--- src/core/scc_map.vh ---
// register map, field positions and timing constants for the synth startup control
// Functional notes
// [RULE_01] carrier equals crystal over 2^19 times word
// [RULE_02] carrier word in bytes 0x07 to 0x09
// [RULE_03] upper bytes pend until low byte written
// [RULE_04] sequencer starts pll once crystal stable
// [RULE_05] clock output gated until crystal stable
// [RULE_06] manual host waits oscillator time or clock
// [RULE_07] aux pin five carries divided reference
// [RULE_08] clock out all modes but sleep, on
// [RULE_09] host disables clock output when unused
// [RULE_10] vco runs 2, 4, 6 times carrier
// [RULE_11] coarse cal at reset, fine per pll
// [RULE_12] sequencer starts rx or tx after lock
// [RULE_13] manual host waits synth time or lock
// [RULE_14] lock high in range, routable to pins
// [RULE_15] lock may drop during wide fsk
// [RULE_16] oscillator wake-up allowance 500 us
// [RULE_17] synthesizer wake-up allowance 150 us
// [RULE_18] clock out divider encoding from pin map
`ifndef SCC_MAP_VH
`define SCC_MAP_VH

// ****************************************
// register addresses
// ****************************************
`define SCC_ADDR_OPMODE   7'h01
`define SCC_ADDR_FRF_HIGH 7'h07
`define SCC_ADDR_FRF_MID  7'h08
`define SCC_ADDR_FRF_LOW  7'h09
`define SCC_ADDR_PINMAP2  7'h26
`define SCC_ADDR_STATUS   7'h27

// ****************************************
// reset values
// ****************************************
`define SCC_RST_OPMODE    8'h04
`define SCC_RST_FRF_HIGH  8'h00
`define SCC_RST_FRF_MID   8'h00
`define SCC_RST_FRF_LOW   8'h00
`define SCC_RST_PINMAP2   8'h00

// ****************************************
// field positions
// ****************************************
`define SCC_OPM_SEQ_OFF   7
`define SCC_OPM_MODE_HI   4
`define SCC_OPM_MODE_LO   2
`define SCC_OPM_BAND_HI   1
`define SCC_OPM_BAND_LO   0
`define SCC_PM2_CLK_HI    2
`define SCC_PM2_CLK_LO    0
`define SCC_PM2_LOCK_HI   5
`define SCC_PM2_LOCK_LO   4
`define SCC_PM2_LOCK_EN   6

// ****************************************
// encodings
// ****************************************
`define SCC_MODE_SLEEP    3'h0
`define SCC_MODE_STBY     3'h1
`define SCC_MODE_FS       3'h2
`define SCC_MODE_TX       3'h3
`define SCC_MODE_RX       3'h4
`define SCC_BAND_915      2'h0
`define SCC_BAND_434      2'h1
`define SCC_BAND_315      2'h2
`define SCC_VCO_X2        3'h2
`define SCC_VCO_X4        3'h4
`define SCC_VCO_X6        3'h6
`define SCC_CLK_OFF       3'h7

// ****************************************
// timing, host side wake-up allowances
// ****************************************
`define SCC_CLK_MHZ       50
`define SCC_STEP_SHIFT    19
`define SCC_OSC_WAKE_US   500
`define SCC_SYN_WAKE_US   150
`define SCC_OSC_WAKE_CYC  (`SCC_OSC_WAKE_US * `SCC_CLK_MHZ)
`define SCC_SYN_WAKE_CYC  (`SCC_SYN_WAKE_US * `SCC_CLK_MHZ)

`endif

--- src/core/scc_ctrl.v ---
// synthesizer startup sequencer, carrier word registers and spi register port
`timescale 1ns/1ps
`default_nettype none
`include "scc_map.vh"

module scc_ctrl (
	input  wire        i_clk,          // crystal derived clock
	input  wire        i_resetn,       // async reset, active low
	input  wire        i_sck,          // spi clock
	input  wire        i_mosi,         // spi data in
	input  wire        i_nss_n,        // spi select, active low
	output wire        o_miso,         // spi data out
	output wire        o_miso_oe_n,    // miso drive enable, active low
	input  wire        i_osc_stable,   // crystal oscillation detected stable
	input  wire        i_pll_lock,     // raw lock from the pll
	output wire        o_osc_en,       // crystal oscillator enable
	output wire        o_pll_en,       // pll enable
	output wire        o_rx_en,        // receiver enable
	output wire        o_tx_en,        // transmitter enable
	output reg         o_cal_coarse,   // coarse vco calibration pulse
	output reg         o_cal_fine,     // fine vco calibration pulse
	output reg  [23:0] o_carrier_word, // word applied to synthesizer
	output reg         o_carrier_load, // pulse when word applied
	output reg  [2:0]  o_vco_mult,     // vco to carrier ratio
	output wire        o_aux_pin_five, // reference clock output
	output reg  [3:0]  o_dio_lock      // lock indicator per dio pin
);

	// ****************************************
	// sequencer states
	// ****************************************
	localparam [2:0] ST_SLEEP = 3'h0;
	localparam [2:0] ST_OSC   = 3'h1;
	localparam [2:0] ST_STBY  = 3'h2;
	localparam [2:0] ST_PLL   = 3'h3;
	localparam [2:0] ST_RUN   = 3'h4;

	reg [7:0] opmode_r;
	reg [7:0] frf_high_r;
	reg [7:0] frf_mid_r;
	reg [7:0] frf_low_r;
	reg [7:0] pinmap2_r;
	reg [2:0] state_r;
	reg [2:0] state_nxt;
	reg       coarse_done_r;
	reg       sck_q_r;
	reg [2:0] bitcnt_r;
	reg [6:0] shift_r;
	reg [7:0] tx_r;
	reg [6:0] addr_r;
	reg       wnr_r;
	reg       first_r;

	wire [2:0] mode    = opmode_r[`SCC_OPM_MODE_HI:`SCC_OPM_MODE_LO];
	wire       seq_off = opmode_r[`SCC_OPM_SEQ_OFF];
	wire       want_fs = (mode == `SCC_MODE_FS) || (mode == `SCC_MODE_TX) ||
	                     (mode == `SCC_MODE_RX);
	wire       want_tr = (mode == `SCC_MODE_TX) || (mode == `SCC_MODE_RX);

	// ****************************************
	// spi edge detect and byte assembly
	// ****************************************
	wire       sck_rise = i_sck & ~sck_q_r & ~i_nss_n;
	wire       sck_fall = ~i_sck & sck_q_r & ~i_nss_n;
	wire       byte_end = sck_rise && (bitcnt_r == 3'h7);
	wire [7:0] byte_in  = {shift_r, i_mosi};
	wire       wr_stb   = byte_end && !first_r && wnr_r;
	wire [6:0] next_rd  = first_r ? byte_in[6:0] : (addr_r + 7'h01);

	// read decode, used for the spi load and nothing clever
	function [7:0] rd_mux;
		input [6:0] a;
		begin
			case (a)
				`SCC_ADDR_OPMODE:   rd_mux = opmode_r;
				`SCC_ADDR_FRF_HIGH: rd_mux = frf_high_r;
				`SCC_ADDR_FRF_MID:  rd_mux = frf_mid_r;
				`SCC_ADDR_FRF_LOW:  rd_mux = frf_low_r;
				`SCC_ADDR_PINMAP2:  rd_mux = pinmap2_r;
				`SCC_ADDR_STATUS:   rd_mux = {3'h0, i_osc_stable, i_pll_lock,
				                              state_r};
				default:            rd_mux = 8'h00;
			endcase
		end
	endfunction

	// spi slave: first byte is direction and address, then burst data
	always @(posedge i_clk or negedge i_resetn) begin
		if (!i_resetn) begin
			sck_q_r  <= 1'b0;
			bitcnt_r <= 3'h0;
			shift_r  <= 7'h00;
			tx_r     <= 8'h00;
			addr_r   <= 7'h00;
			wnr_r    <= 1'b0;
			first_r  <= 1'b1;
		end else begin
			sck_q_r <= i_sck;
			if (i_nss_n) begin
				bitcnt_r <= 3'h0;
				first_r  <= 1'b1;
			end else if (sck_rise) begin
				shift_r  <= byte_in[6:0];
				bitcnt_r <= bitcnt_r + 3'h1;
				if (byte_end) begin
					// address auto increments across a burst
					addr_r  <= next_rd;
					tx_r    <= rd_mux(next_rd);
					first_r <= 1'b0;
					if (first_r)
						wnr_r <= byte_in[7];
				end
			end else if (sck_fall && (bitcnt_r != 3'h0)) begin
				// no shift right after a load, so the msb survives
				tx_r <= {tx_r[6:0], 1'b0};
			end
		end
	end

	assign o_miso      = tx_r[7];
	assign o_miso_oe_n = i_nss_n | wnr_r | first_r;

	// ****************************************
	// register writes
	// ****************************************
	always @(posedge i_clk or negedge i_resetn) begin
		if (!i_resetn) begin
			opmode_r       <= `SCC_RST_OPMODE;
			frf_high_r     <= `SCC_RST_FRF_HIGH;
			frf_mid_r      <= `SCC_RST_FRF_MID;
			frf_low_r      <= `SCC_RST_FRF_LOW;
			pinmap2_r      <= `SCC_RST_PINMAP2;
			o_carrier_word <= {`SCC_RST_FRF_HIGH, `SCC_RST_FRF_MID, `SCC_RST_FRF_LOW};
			o_carrier_load <= 1'b0;
		end else begin
			o_carrier_load <= 1'b0;
			if (wr_stb) begin
				case (addr_r)
					`SCC_ADDR_OPMODE:   opmode_r  <= byte_in;
					// [RULE_02] upper carrier bytes
					// [RULE_03] held pending only
					`SCC_ADDR_FRF_HIGH: frf_high_r <= byte_in;
					`SCC_ADDR_FRF_MID:  frf_mid_r  <= byte_in;
					`SCC_ADDR_FRF_LOW: begin
						frf_low_r <= byte_in;
						// [RULE_03] apply on low byte
						// [RULE_01] step times word
						o_carrier_word <= {frf_high_r, frf_mid_r, byte_in};
						o_carrier_load <= 1'b1;
					end
					`SCC_ADDR_PINMAP2:  pinmap2_r <= byte_in;
					default: ;
				endcase
			end
		end
	end

	// ****************************************
	// startup sequencer next state
	// ****************************************
	always @* begin
		state_nxt = state_r;
		case (state_r)
			ST_SLEEP: if (mode != `SCC_MODE_SLEEP) state_nxt = ST_OSC;
			ST_OSC: begin
				if (mode == `SCC_MODE_SLEEP)
					state_nxt = ST_SLEEP;
				else if (i_osc_stable)
					state_nxt = ST_STBY;
			end
			ST_STBY: begin
				// [RULE_04] pll starts on stable
				if (mode == `SCC_MODE_SLEEP)
					state_nxt = ST_SLEEP;
				else if (want_fs)
					state_nxt = ST_PLL;
			end
			ST_PLL: begin
				// [RULE_12] rx or tx after lock
				if (!want_fs)
					state_nxt = (mode == `SCC_MODE_SLEEP) ? ST_SLEEP : ST_STBY;
				else if (want_tr && (i_pll_lock || seq_off))
					state_nxt = ST_RUN;
			end
			ST_RUN: begin
				// [RULE_15] lock drop tolerated here
				if (!want_tr)
					state_nxt = (mode == `SCC_MODE_SLEEP) ? ST_SLEEP : ST_STBY;
			end
			default: state_nxt = ST_SLEEP;
		endcase
	end

	// state register and calibration pulses
	always @(posedge i_clk or negedge i_resetn) begin
		if (!i_resetn) begin
			state_r       <= ST_OSC;
			coarse_done_r <= 1'b0;
			o_cal_coarse  <= 1'b0;
			o_cal_fine    <= 1'b0;
		end else begin
			state_r <= state_nxt;
			// [RULE_11] coarse once after reset
			o_cal_coarse <= i_osc_stable && !coarse_done_r;
			if (i_osc_stable)
				coarse_done_r <= 1'b1;
			// [RULE_11] fine on each pll start
			o_cal_fine <= (state_nxt == ST_PLL) && (state_r != ST_PLL);
		end
	end

	// manual mode skips the lock wait; the host owns the timing then
	assign o_osc_en = (state_r != ST_SLEEP);
	assign o_pll_en = (state_r == ST_PLL) || (state_r == ST_RUN);
	assign o_rx_en  = (state_r == ST_RUN) && (mode == `SCC_MODE_RX);
	assign o_tx_en  = (state_r == ST_RUN) && (mode == `SCC_MODE_TX);

	// ****************************************
	// vco ratio and lock routing
	// ****************************************
	always @(posedge i_clk or negedge i_resetn) begin
		if (!i_resetn) begin
			o_vco_mult <= `SCC_VCO_X2;
			o_dio_lock <= 4'h0;
		end else begin
			// [RULE_10] ratio from band
			case (opmode_r[`SCC_OPM_BAND_HI:`SCC_OPM_BAND_LO])
				`SCC_BAND_915: o_vco_mult <= `SCC_VCO_X2;
				`SCC_BAND_434: o_vco_mult <= `SCC_VCO_X4;
				`SCC_BAND_315: o_vco_mult <= `SCC_VCO_X6;
				default:       o_vco_mult <= `SCC_VCO_X2;
			endcase
			// [RULE_14] lock routed to pin
			o_dio_lock <= 4'h0;
			if (pinmap2_r[`SCC_PM2_LOCK_EN])
				o_dio_lock[pinmap2_r[`SCC_PM2_LOCK_HI:`SCC_PM2_LOCK_LO]] <=
					i_pll_lock && o_pll_en;
		end
	end

	// ****************************************
	// reference clock output
	// ****************************************
	// [RULE_07] divided reference on pin
	// [RULE_08] off in sleep, before crystal stable and at code seven
	scc_ref_clock_output #(
		.CW (7)
	) u_ref_clock_output (
		.i_clk     (i_clk),
		.i_resetn  (i_resetn),
		.i_enable  (i_osc_stable && (state_r != ST_SLEEP)),
		.i_sel     (pinmap2_r[`SCC_PM2_CLK_HI:`SCC_PM2_CLK_LO]),
		.o_clk_out (o_aux_pin_five)
	);

endmodule // scc_ctrl

`default_nettype wire

--- src/core/scc_ref_clock_output.v ---
// reference clock output divider for the aux pin
`timescale 1ns/1ps
`default_nettype none
`include "scc_map.vh"

module scc_ref_clock_output #(
	parameter CW = 7
) (
	input  wire       i_clk,      // reference clock
	input  wire       i_resetn,   // async reset, active low
	input  wire       i_enable,   // crystal stable and not sleeping
	input  wire [2:0] i_sel,      // divider select field
	output wire       o_clk_out   // divided clock, registered
);

	reg [CW-1:0] cnt_r;
	reg          out_r;

	// ****************************************
	// free running divider
	// ****************************************
	always @(posedge i_clk or negedge i_resetn) begin
		if (!i_resetn) begin
			cnt_r <= {CW{1'b0}};
			out_r <= 1'b0;
		end else begin
			cnt_r <= cnt_r + {{(CW-1){1'b0}}, 1'b1};
			// [RULE_05] gated until stable
			// [RULE_18] code seven is off
			if (i_enable && (i_sel != `SCC_CLK_OFF))
				out_r <= cnt_r[i_sel];   // divide by 2 to the sel plus one
			else
				out_r <= 1'b0;           // held low, no glitch into the pin
		end
	end

	assign o_clk_out = out_r;

endmodule // scc_ref_clock_output

`default_nettype wire
--- config.mk ---
export PLATFORM = sky130hd
export DESIGN_NAME = scc_ctrl
export DESIGN_NICKNAME = d
export VERILOG_FILES = /design/src/core/scc_ctrl.v /design/src/core/scc_ref_clock_output.v
export VERILOG_INCLUDE_DIRS = /design/src /design/src/core
export SDC_FILE = /design/constraint.sdc
export NUM_CORES = 1
export LEC_CHECK = 0
export BUFFER_PORTS_ARGS = -buffer_cell sky130_fd_sc_hd__buf_2
export CORE_MARGIN = 1
export CORE_UTILIZATION = 42
export CTS_BUF_LIST = sky130_fd_sc_hd__clkbuf_8
export DETAILED_ROUTE_END_ITERATION = 10
export GPL_TIMING_DRIVEN = 0
export SYNTH_ARGS = -nofsm -noshare
export SYNTH_HDL_FRONTEND = slang
export SYNTH_SLANG_ARGS = --single-unit
--- constraint.sdc ---
create_clock -name i_clk -period 3.7 [get_ports i_clk]
set_clock_uncertainty 0.05 [all_clocks]
set_input_delay 0.925 -clock i_clk [delete_from_list [all_inputs] [get_ports i_clk]]
set_output_delay 0.925 -clock i_clk [all_outputs]
set_load 0.01 [all_outputs]
==> results of run 1 <==
==> sequential cells by signal (all words and copies together) (netlist names), 2 cells and up <==
| register | count |
|---|---|
| o_carrier_word | 24 |
| frf_high_r | 8 |
| frf_mid_r | 8 |
| opmode_r | 8 |
| pinmap2_r | 8 |
| tx_r | 8 |
| addr_r | 7 |
| shift_r | 7 |
| u_ref_clock_output.cnt_r | 7 |
| o_dio_lock | 4 |
| bitcnt_r | 3 |
| state_r | 3 |
| o_vco_mult | 2 |
==> cell type report <==
| class | count | area, µm² | area share, % |
|---|---|---|---|
| Sequential cell | 105 | 2633 | 45.45 |
| Multi-Input combinational cell | 318 | 2293 | 39.60 |
| Timing Repair Buffer | 46 | 255.2 | 4.407 |
| Tap cell | 143 | 178.9 | 3.089 |
| Clock buffer | 10 | 137.6 | 2.376 |
| Buffer | 25 | 125.1 | 2.160 |
| Clock inverter | 6 | 90.09 | 1.555 |
| Inverter | 21 | 78.83 | 1.361 |
==> how the worst min path moves through the flow <==
stage	slack, ps	start	end
2_1_floorplan	340	coarse_done_r$_DFFE_PN0P_	o_cal_coarse$_DFF_PN0_
3_3_place_gp	360	coarse_done_r$_DFFE_PN0P_	o_cal_coarse$_DFF_PN0_
5_1_grt	400	coarse_done_r$_DFFE_PN0P_	o_cal_coarse$_DFF_PN0_
6_report	370	coarse_done_r$_DFFE_PN0P_	o_cal_coarse$_DFF_PN0_
3_5_place_dp	360	coarse_done_r$_DFFE_PN0P_	o_cal_coarse$_DFF_PN0_
4_1_cts	370	coarse_done_r$_DFFE_PN0P_	o_cal_coarse$_DFF_PN0_
==> report_power, final <==
group          internal (µW)  switching [µW]
registers               1200            40.2
logic                   83.6             191
clock network            402             408
total                   1690             639
==> layer usage <==
metal  routed length (µm)  track usage [%]  vias up
met5                    0                0        -
met2                 5436            30.56      134
met3                  627            3.996       20
met1                 5825            29.79     1894
met4                  231            8.000        0
li1                     -                -     1800
==> critical path, cell delays in order (launching register included) <==
cell	delay, ps
dfstp_2	520
buf_2	220
buf_1	340
buf_1	420
or3_1	190
buf_2	120
==> per-stage QoR <==
stage,area [µm²],utilization [%]
5_1_grt,5792,49.66
4_1_cts,5792,49.66
3_5_place_dp,5564,47.71
6_report,5792,49.66
3_3_place_gp,5534,47.45
2_1_floorplan,5130,-
==> cells by family after synthesis <==
group                      after synthesis  share of synthesized area (%)
AOI/OAI and AO/OA                       85                          11.15
xor gates and xnor gates                10                          1.707
adders and majority gates                9                          2.195
buffers and inverters                   46                          3.976
DFF                                    105                          51.32
muxes                                   71                          15.54
other                                    1                        0.07310
and+or+nand+nor                        142                          14.05
==> layout by cell type (no fill, tap or decap), drive strengths merged, types with 3 or more instances in the layout <==
master / n
nor3: 9
buf: 60
nor2b: 5
ha: 9
nand3b: 6
a21oi: 9
xor2: 4
dfstp: 4
mux2i: 11
a211oi: 3
nand3: 13
dfrtp: 101
nor4: 6
mux2: 59
nand2: 56
or3: 5
clkbuf: 21
o21ai: 31
o22ai: 4
o2111ai: 6
xnor2: 6
and3: 4
o221ai: 4
nand2b: 5
nor2: 22
a31oi: 5
a22oi: 4
inv: 22
==> impl_metrics.csv, run 1 <==
group,metric,value,unit
outcome,status,"finished clean",
cts,htreeDepth,3,
layout,drive_above_1_share,28.06,%
synth,async_flop_share,100.0,%
critical_path,arrival,2200,ps
cts,clk_pin_slew_worst_paths,100,ps
floorplan,core_area,0.01166,mm²
routing,dr.pass1.iters,5,
synth,ys_seq_area_share,51.32,%
global_route,grt_max_degree,56,
cts,postCtsSetupBuffers,0,
cts,cts_buffers,9,
timing,finalSetupTns,0,ps
synth,synth_cell_types,60,
global_route,grt_pass1_wl,19930,µm
critical_path,r2r-start,"addr_r[0]$_DFFE_PN0P_",
critical_path,r2r-end,"tx_r[7]$_DFFE_PN0P_",
critical_path,ff2ff_path_depth,8,
timing,drv_slew,0,
synth,synth_top_area_share,49.27,%
synth,postSynthCellCount,469,
critical_path,critPathCaptureType,"primary output",
global_route,grt_usage,20.58,%
critical_path,cp-endpoint,"o_miso_oe_n",
placement,portBuffers,45,
cts,numClockSinks,105,
timing,setup_violations,0,
synth,syn_avg_cell_area,10.94,µm²
timing,finalCritPeriodShare,85.86,%
critical_path,cp-start-kind,"register",
timing,min_period,3177,ps
power_and_ir_drop,p_total,2325,µW
placement,dp_hpwl,8655,µm
cts,cts-root-buf,"clkbuf_8",
routing,vias,3848,
floorplan,die_w,112.5,µm
timing,worst_pin_slew,985.2,ps
synth,synthTopCellsByCount,"dfrtp_1, mux2_2, nand2_1, o21ai_0, nor2_1",
synth,synthFlopType,"dfrtp_1",
cts,clock_latency,380,ps
routing,drt-initial-drc-count,261,
routing,postRouteAntennaNets,0,
timing,rsz0062_at_grt,"no",
power_and_ir_drop,leakagePower,0.002804,µW
layout,fin_cells,674,
timing,whs,366.6,ps
timing,slew_headroom,34.12,%
routing,vias_per_cell,5.709,
critical_path,cp_max_fo,10,
power_and_ir_drop,ir_drop,0.0002173,V
cts,cts_buffer_depth,2,
global_route,grt_pass1_vias,3671,
floorplan,die_y,112.5,µm
layout,num-nets-final,542,
synth,synth_nets,485,
synth,synth_edf_count,0,
timing,hold_viol,0,
hold_path,hold_path_class,"register to register",
routing,drc,0,
floorplan,fp-row-count,39,
synth,yosys.area.top_type,"dfrtp_1",
layout,n_fill_cell,1042,
critical_path,critPathRequiredTime,2720,ps
synth,ys_seq_elements,105,
hold_path,whs_path_depth,1,
synth,ys.warnings.count,0,
routing,routed_wl,12120,µm
timing,maxClockFrequency,314.8,MHz
timing,finalWorstSetupSlack,523.3,ps
job,max_cap_violations,0,
synth,syn_area,0.005130,mm²
synth,synth.most_common_cell,"dfrtp_1",
layout,insertedDiodeCount,0,
critical_path,worst-r2r-setup-slack,720,ps
placement,gp_congestion,0.8698,
power_and_ir_drop,power.density,401.3,mW/mm²
routing,wire_per_inst,17.98,µm
cts,cts_tree,"yes",
floorplan,boundaryPins,48,
global_route,grt-ovfl-total,0,
cts,hold_buffers,0,
placement,dp_slack,390.5,ps
cts,cts_resized,0,
global_route,antenna_found_initial,0,
critical_path,cp-startpoint,"first_r$_DFFE_PN1P_",
layout,area.growth.synth_to_final,12.90,%
critical_path,worstSetupPathType,"register to primary output",
floorplan,die-area,0.01266,mm²
placement,dp_cells,658,
synth,synth_area_leaders,"dfrtp_1, mux2_2, nand2_1",
floorplan,initial_core_util,43.99,%
(Power assumes the default switching activity.)
==> inputs of run 2 (changes only) <==
--- a/config.mk
+++ b/config.mk
@@ -8,7 +8,7 @@
 export LEC_CHECK = 0
 export BUFFER_PORTS_ARGS = -buffer_cell sky130_fd_sc_hd__buf_2
 export CORE_MARGIN = 1
-export CORE_UTILIZATION = 42
+export CORE_UTILIZATION = 38
 export CTS_BUF_LIST = sky130_fd_sc_hd__clkbuf_8
 export DETAILED_ROUTE_END_ITERATION = 10
 export GPL_TIMING_DRIVEN = 0
==> run 2 against run 1 <==
Highest routed layer unchanged. Largest power group unchanged. First-iteration DRC count is 11% lower. Register-to-register slack improved by 80 ps. Final area up 0.67%. Clock power is 2.6% lower.
==> impl_metrics.csv, run 2 (synthesis gave the netlist of run 1 again) <==
group,metric,value,unit
global_route,grt_usage,19.08,%
cts,clk_pin_slew_worst_paths,120,ps
layout,largest_reg_flops,24,
cts,postCtsSetupBuffers,0,
timing,min_period,3223,ps
global_route,grt_max_degree,59,
floorplan,die_w,118.2,µm
job,max_cap_violations,0,
layout,area.growth.synth_to_final,13.66,%
critical_path,worstSetupPathType,"register to primary output",
placement,dpl-instance-area,0.005605,mm²
routing,routed_wl,12460,µm
cts,cts-root-buf,"clkbuf_8",
layout,top_register,"o_carrier_word",
power_and_ir_drop,leakagePower,0.002800,µW
power_and_ir_drop,power.density,395.7,mW/mm²
timing,drv_slew,0,
floorplan,die_y,118.2,µm
power_and_ir_drop,ir_drop,0.0001697,V
global_route,antenna_found_initial,0,
layout,insertedDiodeCount,0,
placement,portBuffers,45,
layout,fin_cells,707,
routing,drc,0,
placement,gp_congestion,0.8458,
routing,dr.pass1.iters,4,
critical_path,arrival,2250,ps
hold_path,hold_path_class,"register to register",
routing,wire_per_inst,17.62,µm
floorplan,boundaryPins,48,
global_route,grt-ovfl-total,0,
cts,hold_buffers,0,
routing,drt-initial-drc-count,233,
floorplan,die-area,0.01397,mm²
timing,maxClockFrequency,310.2,MHz
routing,vias_per_cell,5.310,
critical_path,critPathRequiredTime,2720,ps
cts,cts_tree,"yes",
timing,slew_headroom,23.63,%
layout,mostFrequentLayoutCells,"dfrtp_1, mux2_2, nand2_1",
critical_path,critPathCaptureType,"primary output",
cts,cts_resized,0,
timing,finalWorstSetupSlack,476.7,ps
floorplan,fp-row-count,42,
timing,worst_pin_slew,1138,ps
global_route,grt_pass1_wl,20410,µm
floorplan,initial_core_util,38.89,%
layout,finish.instance_area,0.005831,mm²
layout,drive_above_1_share,28.06,%
placement,dp_slack,313.9,ps
timing,finalSetupTns,0,ps
cts,clock_latency,400,ps
routing,vias,3754,
global_route,grt_pass1_vias,3702,
layout,num-nets-final,542,
timing,finalCritPeriodShare,87.12,%
critical_path,cp-start-kind,"register",
timing,rsz0062_at_grt,"no",
outcome,status,"finished clean",
critical_path,cp_max_fo,10,
cts,cts_buffer_depth,2,
timing,setup_violations,0,
placement,dp_cells,691,
cts,numClockSinks,105,
routing,postRouteAntennaNets,0,
timing,hold_viol,0,
cts,htreeDepth,3,
cts,cts_buffers,9,
floorplan,core_area,0.01319,mm²
layout,final_common_cell,"dfrtp_1",
placement,dp_hpwl,8856,µm
## run 2: cell types whose count changed in the layout (fill, tap and decap cells not counted)
cell	previous run	this run
clkinv_8	0	2
bufinv_16	2	1
clkinv_2	1	0
## run 2: final timing paths
check	start	to	slack (ps)	depth (start not counted)
setup reg to reg	addr_r[0]$_DFFE_PN0P_	tx_r[1]$_DFFE_PN0P_	800	6
hold / removal	coarse_done_r$_DFFE_PN0P_	o_cal_coarse$_DFF_PN0_	370	1
min in group asynchronous	i_resetn	u_ref_clock_output.cnt_r[2]$_DFF_PN0_	520	1
max in group asynchronous	i_resetn	o_vco_mult[1]$_DFF_PN1_	2330	2
hold reg to reg	coarse_done_r$_DFFE_PN0P_	o_cal_coarse$_DFF_PN0_	370	1
setup / recovery	first_r$_DFFE_PN1P_	o_miso_oe_n	480	5
## run 2: layer usage
metal	vias up	GRT usage (%)	wire, µm
met2	78	27.87	5649
met5	-	0	0
met1	1864	28.18	6136
met4	0	8.574	252
met3	13	2.461	416
li1	1799	-	-
## run 2: power by group
| group | leakage, µW | switching, µW | total [µW] | internal [µW] |
|---|---|---|---|---|
| combinational | 0.00130 | 193 | 276 | 83.8 |
| sequential | 0.00139 | 42.1 | 1240 | 1200 |
| clock | 0.000109 | 443 | 789 | 346 |
| total | 0.00280 | 677 | 2310 | 1630 |
## run 2: metrics by stage
stage | util, % | hold slack, ps | power [µW]
floorplan | - | 344.1 | 1421
global placement | 42.27 | 351.2 | 1532
detailed placement | 42.50 | 360.6 | 1539
CTS | 44.20 | 373.7 | 2332
global route | 44.20 | 403.7 | 2408
finish | 44.20 | 369.8 | 2307
## run 2: worst max-delay path: stages (launching register included)
cell and delay, ps:
dfstp_2 530, buf_2 220, buf_1 370, buf_1 420, or3_1 180, buf_2 120
## run 2: layout make-up
| class | instances | area [µm²] |
|---|---|---|
| repair buffers | 46 | 255.2 |
| multi-input cells | 318 | 2293 |
| well taps | 176 | 220.2 |
| flip-flops and latches | 105 | 2633 |
| inverters | 21 | 78.83 |
| fillers | 1266 | 7360 |
| plain buffers | 25 | 125.1 |
| clock buffers | 10 | 137.6 |
| clock inverters | 6 | 87.58 |
